[src/hdl/mpks_pkg.sv]
// Constants and state type for the power key sequencer.
// Assumes a single 125 MHz clock; all times are counted on it.
// Functional notes
// - Power-good rises once power-on completes
// - Power-off by command or long key pulse
// - Detach request precedes every shutdown
// - Hardware shutdown starts only after key release
// - Power-good falls once module is off
package mpks_pkg;
	// Clock rate in kHz
	localparam int unsigned CLK_KHZ        = 125000;
	// Minimum hold for power-on, ms
	localparam int unsigned ON_HOLD_MS     = 5000;
	// Minimum hold for power-off, ms
	localparam int unsigned OFF_HOLD_MS    = 2000;
	// Derived cycle counts (least times, exact here)
	localparam int unsigned ON_HOLD_CYC    = ON_HOLD_MS * CLK_KHZ;
	localparam int unsigned OFF_HOLD_CYC   = OFF_HOLD_MS * CLK_KHZ;
	// Counter width covering the longest hold
	localparam int unsigned CNT_W          = 30;
	// Power state machine, one-hot
	typedef enum logic [3:0] {
		MPKS_OFF    = 4'h1,
		MPKS_ON     = 4'h2,
		MPKS_ARMED  = 4'h4,
		MPKS_DETACH = 4'h8
	} mpks_state_t;
endpackage

[src/hdl/mpks_hold_if.sv]
// Carrier between the sequencer and its hold timer.
// Assumes both ends sit on ref_clk.
`timescale 1ns/1ps
interface mpks_hold_if #(parameter int unsigned CNT_W = 30);
	logic             key_low;   // Key line seen low
	logic [CNT_W-1:0] limit;     // Hold length to reach
	logic             reached;   // Held at least limit cycles
	modport timer (input key_low, input limit, output reached);
	modport ctrl  (output key_low, output limit, input reached);
endinterface

[src/hdl/mpks_sequencer.sv]
// Top of the power key sequencer, the module's own side.
// Turns a long key hold into power-on, a shorter one or a command into a
// network detach and power-off, and shows the result on power-good.
// Assumes key input is synchronous to ref_clk and already resolved from
// the open-collector wire; host pulls it low only.
// Assumes the network side answers a detach request with detach_done.
`timescale 1ns/1ps
module mpks_sequencer #(
	parameter int unsigned ON_HOLD_CYC  = mpks_pkg::ON_HOLD_CYC,
	parameter int unsigned OFF_HOLD_CYC = mpks_pkg::OFF_HOLD_CYC
) (
	input  wire logic ref_clk,
	input  wire logic reset_n,
	input  wire logic power_key_n,
	input  wire logic software_shutdown_command,
	input  wire logic detach_done,
	output logic      power_good_monitor,
	output logic      detach_request
);
	// Counter width shared with the hold timer
	localparam int unsigned W = mpks_pkg::CNT_W;

	mpks_pkg::mpks_state_t state_r;   // Current power state
	mpks_pkg::mpks_state_t state_nxt; // Next power state
	logic                  pg_nxt;    // Next power-good
	logic                  det_nxt;   // Next detach request
	logic                  rel_wait_r;   // Power-on hold done, key not yet let go
	logic                  rel_wait_nxt; // Next release wait
	logic                  power_up;     // Power-on hold completes this cycle

	mpks_hold_if #(.CNT_W(W)) hif ();

	// Key low seen as a level; limit depends on direction.
	// After power-on the timer stays parked at zero until the key is let
	// go, so one long press cannot arm power-off straight away.
	assign hif.key_low = !power_key_n && !rel_wait_r;
	// Power-on hold while off, the shorter power-off hold otherwise
	assign hif.limit   = (state_r == mpks_pkg::MPKS_OFF) ?
	                     W'(ON_HOLD_CYC) : W'(OFF_HOLD_CYC);

	mpks_hold_timer #(.CNT_W(W)) u_timer (
		.ref_clk (ref_clk),
		.reset_n (reset_n),
		.hif     (hif)
	);

	// Power-on completes on the edge where the long hold is reached
	assign power_up     = (state_r == mpks_pkg::MPKS_OFF) && hif.reached;
	// Set on power-on, cleared once the host lets the key go; the set
	// cannot meet the clear since power-on needs the key held low
	assign rel_wait_nxt = power_up ? 1'b1 : (power_key_n ? 1'b0 : rel_wait_r);

	// Release-wait register
	always_ff @(posedge ref_clk) begin
		if (!reset_n) begin
			// Nothing held at start
			rel_wait_r <= 1'b0;
		end else begin
			rel_wait_r <= rel_wait_nxt;
		end
	end

	// State walk:
	//   OFF    - power-good low; a full power-on hold moves to ON
	//   ON     - power-good high; command goes to DETACH, a full
	//            power-off hold goes to ARMED
	//   ARMED  - power-off hold met; waits for the key to be let go
	//   DETACH - detach request high; waits for the network answer
	// Short presses restart the timer and never leave a state.
	// A command seen outside ON is dropped, not remembered.

	// Next-state decode
	always_comb begin
		state_nxt = state_r;
		case (state_r)
			mpks_pkg::MPKS_OFF: begin
				// Power-on once the long hold is complete
				if (hif.reached) begin
					state_nxt = mpks_pkg::MPKS_ON;
				end
			end
			mpks_pkg::MPKS_ON: begin
				// Either trigger leads toward shutdown
				if (software_shutdown_command) begin
					state_nxt = mpks_pkg::MPKS_DETACH;
				end else if (hif.reached) begin
					state_nxt = mpks_pkg::MPKS_ARMED;
				end
			end
			mpks_pkg::MPKS_ARMED: begin
				// Wait for release before shutting down
				if (power_key_n) begin
					state_nxt = mpks_pkg::MPKS_DETACH;
				end
			end
			mpks_pkg::MPKS_DETACH: begin
				// Off only after network detach completes
				if (detach_done) begin
					state_nxt = mpks_pkg::MPKS_OFF;
				end
			end
			default: begin
				state_nxt = mpks_pkg::MPKS_OFF;
			end
		endcase
	end

	// Outputs decoded from the coming state so they are registered
	assign pg_nxt  = (state_nxt != mpks_pkg::MPKS_OFF);
	assign det_nxt = (state_nxt == mpks_pkg::MPKS_DETACH);

	// State and output registers; outputs leave straight from flops
	// and reset puts the module off with nothing pending
	always_ff @(posedge ref_clk) begin
		if (!reset_n) begin
			state_r            <= mpks_pkg::MPKS_OFF;
			power_good_monitor <= 1'b0;
			detach_request     <= 1'b0;
		end else begin
			state_r            <= state_nxt;
			power_good_monitor <= pg_nxt;
			detach_request     <= det_nxt;
		end
	end

	// Helper: cycles held low, for the assertions. It counts every low
	// edge, parked or not, so it never runs behind the hold timer and
	// the bounds below are safe lower limits. It stops at all ones.
	logic [W-1:0] low_cnt_r; // Consecutive low edges seen
	always_ff @(posedge ref_clk) begin
		if (!reset_n || power_key_n) begin
			low_cnt_r <= '0;
		end else if (low_cnt_r != '1) begin
			low_cnt_r <= low_cnt_r + 1'b1;
		end
	end
endmodule

[src/hdl/mpks_hold_timer.sv]
// Hold timer: measures a continuous low on the key line.
// Assumes synchronous inputs and a synchronous active-low reset.
`timescale 1ns/1ps
module mpks_hold_timer #(
	parameter int unsigned CNT_W = 30
) (
	input  wire logic ref_clk,
	input  wire logic reset_n,
	mpks_hold_if.timer hif
);
	logic [CNT_W-1:0] cnt_r;   // Cycles held low so far
	logic [CNT_W-1:0] cnt_nxt; // Next count
	logic             sat;     // Limit reached

	assign sat     = (cnt_r >= hif.limit);
	// Restart on any release so short pulses never add up
	assign cnt_nxt = !hif.key_low ? '0 : (sat ? cnt_r : cnt_r + 1'b1);
	assign hif.reached = sat && hif.key_low;

	// Count register
	always_ff @(posedge ref_clk) begin
		if (!reset_n) begin
			cnt_r <= '0;
		end else begin
			cnt_r <= cnt_nxt;
		end
	end
endmodule

[config.mk]
export PLATFORM = sky130hd
export DESIGN_NAME = mpks_sequencer
export DESIGN_NICKNAME = d
export VERILOG_FILES = /design/src/hdl/mpks_pkg.sv /design/src/hdl/mpks_hold_if.sv /design/src/hdl/mpks_sequencer.sv /design/src/hdl/mpks_hold_timer.sv
export SDC_FILE = /design/constraint.sdc
export NUM_CORES = 1
export LEC_CHECK = 0
export BUFFER_PORTS_ARGS = -buffer_cell sky130_fd_sc_hd__buf_4
export CORE_MARGIN = 2
export CORE_UTILIZATION = 45
export CTS_CLUSTER_DIAMETER = 60
export CTS_CLUSTER_SIZE = 28
export DETAILED_ROUTE_END_ITERATION = 10
export GPL_TIMING_DRIVEN = 0
export PLACE_DENSITY_LB_ADDON = 0.15
export SYNTH_ARGS = -nofsm -noshare
export SYNTH_HDL_FRONTEND = slang
export SYNTH_SLANG_ARGS = --single-unit
[constraint.sdc]
create_clock -name ref_clk -period 3.26 [get_ports ref_clk]
set_clock_uncertainty 0.1 [all_clocks]
set_input_delay 0.489 -clock ref_clk [delete_from_list [all_inputs] [get_ports ref_clk]]
set_output_delay 0.489 -clock ref_clk [all_outputs]
set_load 0.01 [all_outputs]
# Word level (Yosys, flattened, before mapping)
# Index checks and enable logic that the tools add are counted.
# totals
reg_bits	37
elab_cells	29
# classes
order_cmp	1
reduce_logical	7
n_mux	9
n_addsub	1
eq_ne	6
# ops
op	count
30-bit by 1-bit adder with 30-bit output, second input constant	1
30-bit >= comparator	1
30-bit 2-to-1 mux	1
4-bit 2-to-1 mux	5
4-bit case mux with 4 select lines	1
4-bit equality test, second input constant	2
4-bit by 1-bit equality test with 1-bit output, second input constant	1
4-bit by 2-bit equality test with 1-bit output, second input constant	1
4-bit by 3-bit equality test with 1-bit output, second input constant	1
4-bit by 1-bit inequality test with 1-bit output, second input constant	1
1-bit logical AND	3
1-bit zero test	2
1-bit 2-to-1 mux	2
2-bit AND reduction	1
2-bit nonzero test	1

# Longest topological paths before layout
# Gate-level depths: netlist of run 1.
# logic_depth
word_depth	8
mapped_depth	12

# Hierarchy
# From an unflattened synthesis of run 1, not the netlist that was laid out.
# unflattened
hier_cells	332
hier_area_um2	2768.9
# by_module_without_submodules
module	instances	cells_per_inst	area_per_inst_um2
mpks_hold_timer	1	287	2339.7
mpks_sequencer	1	45	429.2

# Worst setup path before layout of run 1
# No wires, ideal clock.
# synth_timing
path_kind	register -> register
from	register state_r[1]
to	register u_timer.cnt_r[12]
setup_ns	0.070
arrival_time_ns	2.944
path_slack_ns	0.145
required_ns	3.090
path_stages_with_launch	12
cell_sequence	dfxtp_1 -> or4b_1 -> buf_2 -> clkinv_1 -> ha_1 -> a211o_1 -> a21oi_1 -> a211oi_1 -> a211o_1 -> buf_6 -> or4_1 -> a21oi_1
# synth_via
elab_chain_cells	3
# synth_rtl
element	line	source
start, declared	mpks_sequencer.sv:23	mpks_pkg::mpks_state_t state_r;
start signal, assigned	mpks_sequencer.sv:116	state_r <= mpks_pkg::MPKS_OFF;
start signal, assigned	mpks_sequencer.sv:120	state_r <= state_nxt;
4-bit by 1-bit equality test with 1-bit output	mpks_sequencer.sv:38	assign hif.limit = (state_r == mpks_pkg::MPKS_OFF) ?
30-bit 2-to-1 mux	mpks_sequencer.sv:38	
30-bit >= comparator	mpks_hold_timer.sv:15	assign sat = (cnt_r >= hif.limit);
end signal, assigned	mpks_hold_timer.sv:25	cnt_r <= cnt_nxt;
end, declared	mpks_hold_timer.sv:11	logic [CNT_W-1:0] cnt_r;
# No other way between the ends.
# A chain may end at the register's enable or synchronous reset.

# Final worst setup path of run 1
# layout_timing
from	register state_r[1]
to	register u_timer.cnt_r[15]
# Same word-level chain as after synthesis.

==> results of run 1 <==
[layout make-up]
cell class / count / area (µm²) / share of cell area, %
Inverter: 7 / 33.78 / 1.394
Buffer: 11 / 72.57 / 2.994
Multi-Input combinational cell: 197 / 1289 / 53.18
Clock buffer: 5 / 68.82 / 2.839
Tap cell: 52 / 65.06 / 2.685
Timing Repair Buffer: 11 / 82.58 / 3.407
Clock inverter: 3 / 65.06 / 2.685
Sequential cell: 37 / 747.0 / 30.82
[metrics by stage]
step,TNS [ns],power (µW),cell area [µm²],hold slack (ns)
floorplan,0,474.6,2049,0.3567
global placement,-6.679,483.7,2160,0.3757
detailed placement,-8.009,483.8,2160,0.3854
CTS,0,959.0,2359,0.2785
global route,-0.03277,981.7,2424,0.2828
finish,0,951.7,2424,0.2802
[logic make-up after synthesis]
kind of cell / count (synthesis) / share of synthesized area, %
and+or+nand+nor: 106 / 29.24
AOI/OAI and AO/OA: 77 / 22.65
DFF: 37 / 36.14
buffers and inverters: 19 / 4.212
adders and majority gates: 9 / 5.495
xor gates and xnor gates: 3 / 1.282
muxes: 2 / 0.9768
[report_power, final]
part	switching (µW)	leakage [µW]	internal [µW]
Combinational	12.1	0.000444	6.75
Sequential	1.72	0.000299	452
Clock	175	0.0000681	304
[metal layers]
layer  GRT usage [%]  vias up  part of all wire, %
met2           33.54       36                   46
met3           4.079        6                  4.0
li1                -      999                    -
met1           29.25      903                   49
met4           7.547        0                  1.1
met5               0        -                    0
[Yosys cell counts (2+ instances only)]
library cell   n
nand3_1        9
and3_1         7
nor3_1         2
or4_1          8
xnor2_1        3
nor4_1         2
o22ai_1        2
inv_1          6
ha_1           9
a21o_1         2
mux2i_1        2
nor2_1        11
o31ai_1        7
a211o_1        3
clkbuf_1       6
dfxtp_1       37
nand4_1       12
o21ai_0       22
and2_1         4
a21oi_1       33
buf_2          3
or3_1         24
nand2_1       19
[flip-flops by register name, summed over array words and instances (netlist names)]
register            cells
rel_wait_r              1
u_timer.cnt_r          30
state_r                 4
power_good_monitor      1
detach_request          1
[cells in the final DEF (no fill, tap or decap), types with 2 or more instances in the layout]
| master | n |
|---|---|
| dfxtp_1 | 34 |
| a21oi_1 | 30 |
| or3_1 | 24 |
| o21ai_0 | 22 |
| nand2_1 | 19 |
| nand4_1 | 12 |
| buf_4 | 12 |
| nor2_1 | 11 |
| nand3_1 | 9 |
| and3_1 | 7 |
| ha_1 | 7 |
| inv_1 | 6 |
| o31ai_1 | 6 |
| or4_1 | 6 |
| clkbuf_8 | 5 |
| and2_1 | 4 |
| clkbuf_1 | 4 |
| buf_6 | 3 |
| a211o_1 | 3 |
| xnor2_1 | 3 |
| a21oi_2 | 3 |
| a21o_1 | 2 |
| nor3_1 | 2 |
| or4_4 | 2 |
| mux2i_1 | 2 |
| o22ai_1 | 2 |
| ha_4 | 2 |
| bufinv_16 | 2 |
| dfxtp_2 | 2 |
[worst reg2reg max path, stage by stage (launching register included)]
cell       delay (ns)
dfxtp_4          0.36
or4b_1           0.53
buf_6            0.16
ha_4             0.22
o21a_1           0.15
a2111oi_4        0.31
a211oi_2         0.12
a211o_1          0.31
buf_6            0.17
or4_1            0.51
a21oi_1          0.15
[final timing paths]
| path | end | slack [ns] | cells past startpoint |
|---|---|---|---|
| hold reg to reg | u_timer.cnt_r[4]$_SDFFE_PN0N_ | 0.40 | 2 |
| setup reg to reg | u_timer.cnt_r[15]$_SDFFE_PN0N_ | 0.10 | 10 |
| setup / recovery | u_timer.cnt_r[15]$_SDFFE_PN0N_ | 0.10 | 10 |
| hold / removal | rel_wait_r$_SDFFE_PN0P_ | 0.28 | 2 |
[repair_timing]
item                                    CTS  global route
pin swaps                                 2             7
gates resized for setup                  10            22
endpoints found under the setup margin   35            31
buffers inserted                          4             1
==> flow_metrics.tcl, run 1 <==
set metrics [dict create \
    synth_seq_cells 37 \
    fillers 413 \
    h-tree-depth 2 \
    clk_latency_ns 0.29 \
    power_density_nw_per_um2 392.7 \
    grt_pass1_wl_um 8694 \
    dieArea_um2 5110 \
    yosys.area.top_type "dfxtp_1" \
    antenna_cells 0 \
    firstDrtPassIters 4 \
    layout_setup_ws_ns 0.1038 \
    worst_pin_slew_ns 0.5770 \
    std_cell_rows 24 \
    ant_nets 0 \
    drt_wl_total_um 4882 \
    post-route-min-period_ns 3.156 \
    cts-root-buf "clkbuf_8" \
    drc 0 \
    worstHoldStart "power_key_n" \
    stdcell_count 323 \
    crit_chain "or4b_1, buf_6, ha_4, o21a_1, a2111oi_4, a211oi_2, a211o_1, buf_6, or4_1, a21oi_1" \
    die_y_um 71.49 \
    initial_utilization_pct 46.75 \
    cp_common_cell "buf_6" \
    netlist-cell-type-count 43 \
    setup_viol 0 \
    p_leak_uw 0.0008108 \
    crit_buf_inv 2 \
    clkSinkCount 37 \
    cp_top_family "simple AND/OR/NAND/NOR gates" \
    syn2layout_area_growth_pct 18.25 \
    relSlewSlack_pct 61.53 \
    criticalPathCategory "register to register" \
    fmax_mhz 316.8 \
    worstPathArrival_ns 3.28 \
    grt_pass1_vias 1849 \
    numCtsBuffers 5 \
    dp_cells 311 \
    async_flop_share_pct 0 \
    antenna_found_initial 0 \
    fin_nets 284 \
    endpoint_kind "register" \
    core_area_um2 4384 \
    dr_total_vias 1944 \
    ys_seq_area_share_pct 36.14 \
    cp.required_ns 3.38 \
    hold_buffers 0 \
    port-buffer-count 6 \
    cp_slowest_cell "or4b_1" \
    cap_violations 0 \
    status "finished clean" \
    synth_ff_type "dfxtp_1" \
    dp_hpwl_um 3381 \
    min_path_type "input pin to register" \
    vias_per_cell 6.019 \
    synth.area.top_cells "dfxtp_1, a21oi_1, or3_1" \
    syn_avg_cell_area_um2 8.101 \
    crit_path_start_kind "register" \
    path_clk_slew_ns 0.08 \
    die_w_um 71.49 \
    dp_slack_ns -0.3665 \
    max_stage_delay_ns 0.53 \
    gp_congestion 0.8008 \
    drive_above_1_share_pct 15.87 \
    utilization_pct 55.28 \
    peakVddDrop_mv 0.2770 \
    first_iter_violations 115 \
    syn_nets 267 \
    finalHoldViolCount 0 \
    wl_per_cell_um 15.11 \
    drv_slew 0 \
    r2r_start "state_r[1]$_SDFF_PN0_" \
    yosys_warnings 0 \
    synth_top_area_share_pct 36.14 \
    fin_crit_sh_pct 96.82 \
    io_pins 7 \
    cts_buffer_depth 2 \
    synth-edff-count 0 \
    synthesis.area_um2 2049 \
    grt_max_degree 14 \
    grt_overflow 0 \
    tritoncts "done" \
    synthCells 253 \
    critPathMaxFanout 8 \
    startpoint "state_r[1]$_SDFF_PN0_" \
    grt_util_all_layers_pct 21.32 \
]
Power figures use the tool's default switching activity.
==> run 2, diff against run 1 <==
- GPL_TIMING_DRIVEN: 0 -> not set
==> run 2 against run 1 <==
Routed wire length fell by 8.3%. Register-to-register slack improved by 0.02 ns. Flip-flop and latch count did not move. Utilization fell by 2.2 points. First-iteration DRC count fell by 22%. Largest power group is now registers. Non-clock buffer count fell by 4. Critical path type unchanged. Via count fell by 0.98%.
==> flow_metrics.tcl, run 2 (same netlist as run 1, synthesis figures left out) <==
set metrics [dict create \
    mostFrequentLayoutCell "dfxtp_1" \
    gp_congestion 0.7737 \
    fillers 418 \
    io_pins 7 \
    fmax_mhz 318.8 \
    std_cell_rows 24 \
    post-route-min-period_ns 3.137 \
    cts_buffer_depth 2 \
    die_y_um 71.49 \
    ant_nets 0 \
    busiest_layer "met2" \
    antenna_found_initial 0 \
    grt_overflow 0 \
    numCtsBuffers 5 \
    cap_violations 0 \
    grt_max_degree 35 \
    first_iter_violations 90 \
    crit_chain "or4b_4, inv_4, ha_1, a211o_1, a21oi_1, a211oi_1, a211o_2, buf_4, or4_1, a21oi_2" \
    h-tree-depth 2 \
    endpoint_kind "register" \
    port-buffer-count 6 \
    finalHoldViolCount 0 \
    largest_reg_flops 30 \
    dp_hpwl_um 3074 \
    path_clk_slew_ns 0.08 \
    max_stage_delay_ns 0.58 \
    worstPathArrival_ns 3.26 \
    grt_pass1_wl_um 7838 \
    relSlewSlack_pct 65.30 \
    hold_buffers 0 \
    top_regs "u_timer.cnt_r (30), state_r (4)" \
    cp.required_ns 3.39 \
    fin_nets 280 \
    dr_total_vias 1925 \
    tritoncts "done" \
    finalSetupTns_ns 0 \
    drv_slew 0 \
    globalRouteMet3Util_pct 3.797 \
    startpoint "state_r[3]$_SDFF_PN0_" \
    criticalPathCategory "register to register" \
    crit_buf_inv 2 \
    firstDrtPassIters 4 \
    vias_per_cell 6.034 \
    grt_util_all_layers_pct 18.74 \
    syn2layout_area_growth_pct 13.49 \
    final_cell_mix "dfxtp_1, a21oi_1, or3_1" \
    grtUsageMet2_pct 28.91 \
    drive_above_1_share_pct 12.36 \
    crit_path_start_kind "register" \
    clkSinkCount 37 \
    r2r_start "state_r[3]$_SDFF_PN0_" \
    use_met1_pct 26.38 \
    core_area_um2 4384 \
    critPathMaxFanout 6 \
    min_path_type "input pin to register" \
    wl_per_cell_um 14.03 \
    initial_utilization_pct 46.75 \
    cp_top_family "simple AND/OR/NAND/NOR gates" \
    drc 0 \
    setup_viol 0 \
    drt_wl_total_um 4477 \
    power_density_nw_per_um2 336.4 \
    cp_slowest_cell "or4b_4" \
    cts-root-buf "clkbuf_8" \
    worst_pin_slew_ns 0.5157 \
    grt_pass1_vias 1740 \
    fin_crit_sh_pct 96.22 \
    antenna_cells 0 \
    dieArea_um2 5110 \
    regMostFlops "u_timer.cnt_r" \
    die_w_um 71.49 \
    worstHoldStart "power_key_n" \
    power_uw 782.6 \
    status "finished clean" \
    clk_latency_ns 0.29 \
    peakVddDrop_mv 0.2561 \
    p_leak_uw 0.0007773 \
]
==> run 2: area by class of cell <==
type,count,area (µm²),share of cell area (%)
timing repair buffer,18,165.2,7.101
multi-input combinational,197,1244,53.47
tap,52,65.06,2.797
clock inverter,2,10.01,0.4303
sequential,37,740.7,31.85
inverter,7,28.78,1.237
clock buffer,6,72.57,3.120
==> run 2: final timing paths <==
| kind | slack [ns] | depth (start not counted) | to |
|---|---|---|---|
| min reg2reg | 0.40 | 2 | u_timer.cnt_r[18]$_SDFFE_PN0N_ |
| max | 0.12 | 10 | u_timer.cnt_r[12]$_SDFFE_PN0N_ |
| max reg2reg | 0.12 | 10 | u_timer.cnt_r[12]$_SDFFE_PN0N_ |
| min | 0.28 | 2 | rel_wait_r$_SDFFE_PN0P_ |
==> run 2: power by group <==
part | switching, µW | internal (µW)
Combinational | 11.6 | 6.82
Clock | 161 | 148
Sequential | 1.67 | 453
Total | 175 | 608
==> run 2: per-layer routing <==
layer,vias to the layer above,wire length (µm)
li1,981,-
met1,906,2256
met2,34,2007
met3,4,172
met4,0,40
met5,-,0
==> run 2: timing repair <==
action | in CTS | in global routing
setup endpoints to repair | 0 | 8
hold endpoints to repair | 0 | 0
setup buffers | 0 | 1
resized for setup | 0 | 6
==> run 2: per-stage QoR <==
step | instance area (µm²) | util (%) | std cells | hold slack [ns] | worst slack (ns)
after floorplan | 2049 | - | 253 | 0.3567 | 0.1452
after global placement | 2187 | 49.89 | 309 | 0.3825 | 0.1913
after detailed placement | 2187 | 49.89 | 309 | 0.3858 | 0.1334
after CTS | 2270 | 51.77 | 317 | 0.2832 | 0.1119
after global routing | 2326 | 53.05 | 319 | 0.2897 | -0.002379
final | 2326 | 53.05 | 319 | 0.2794 | 0.1232
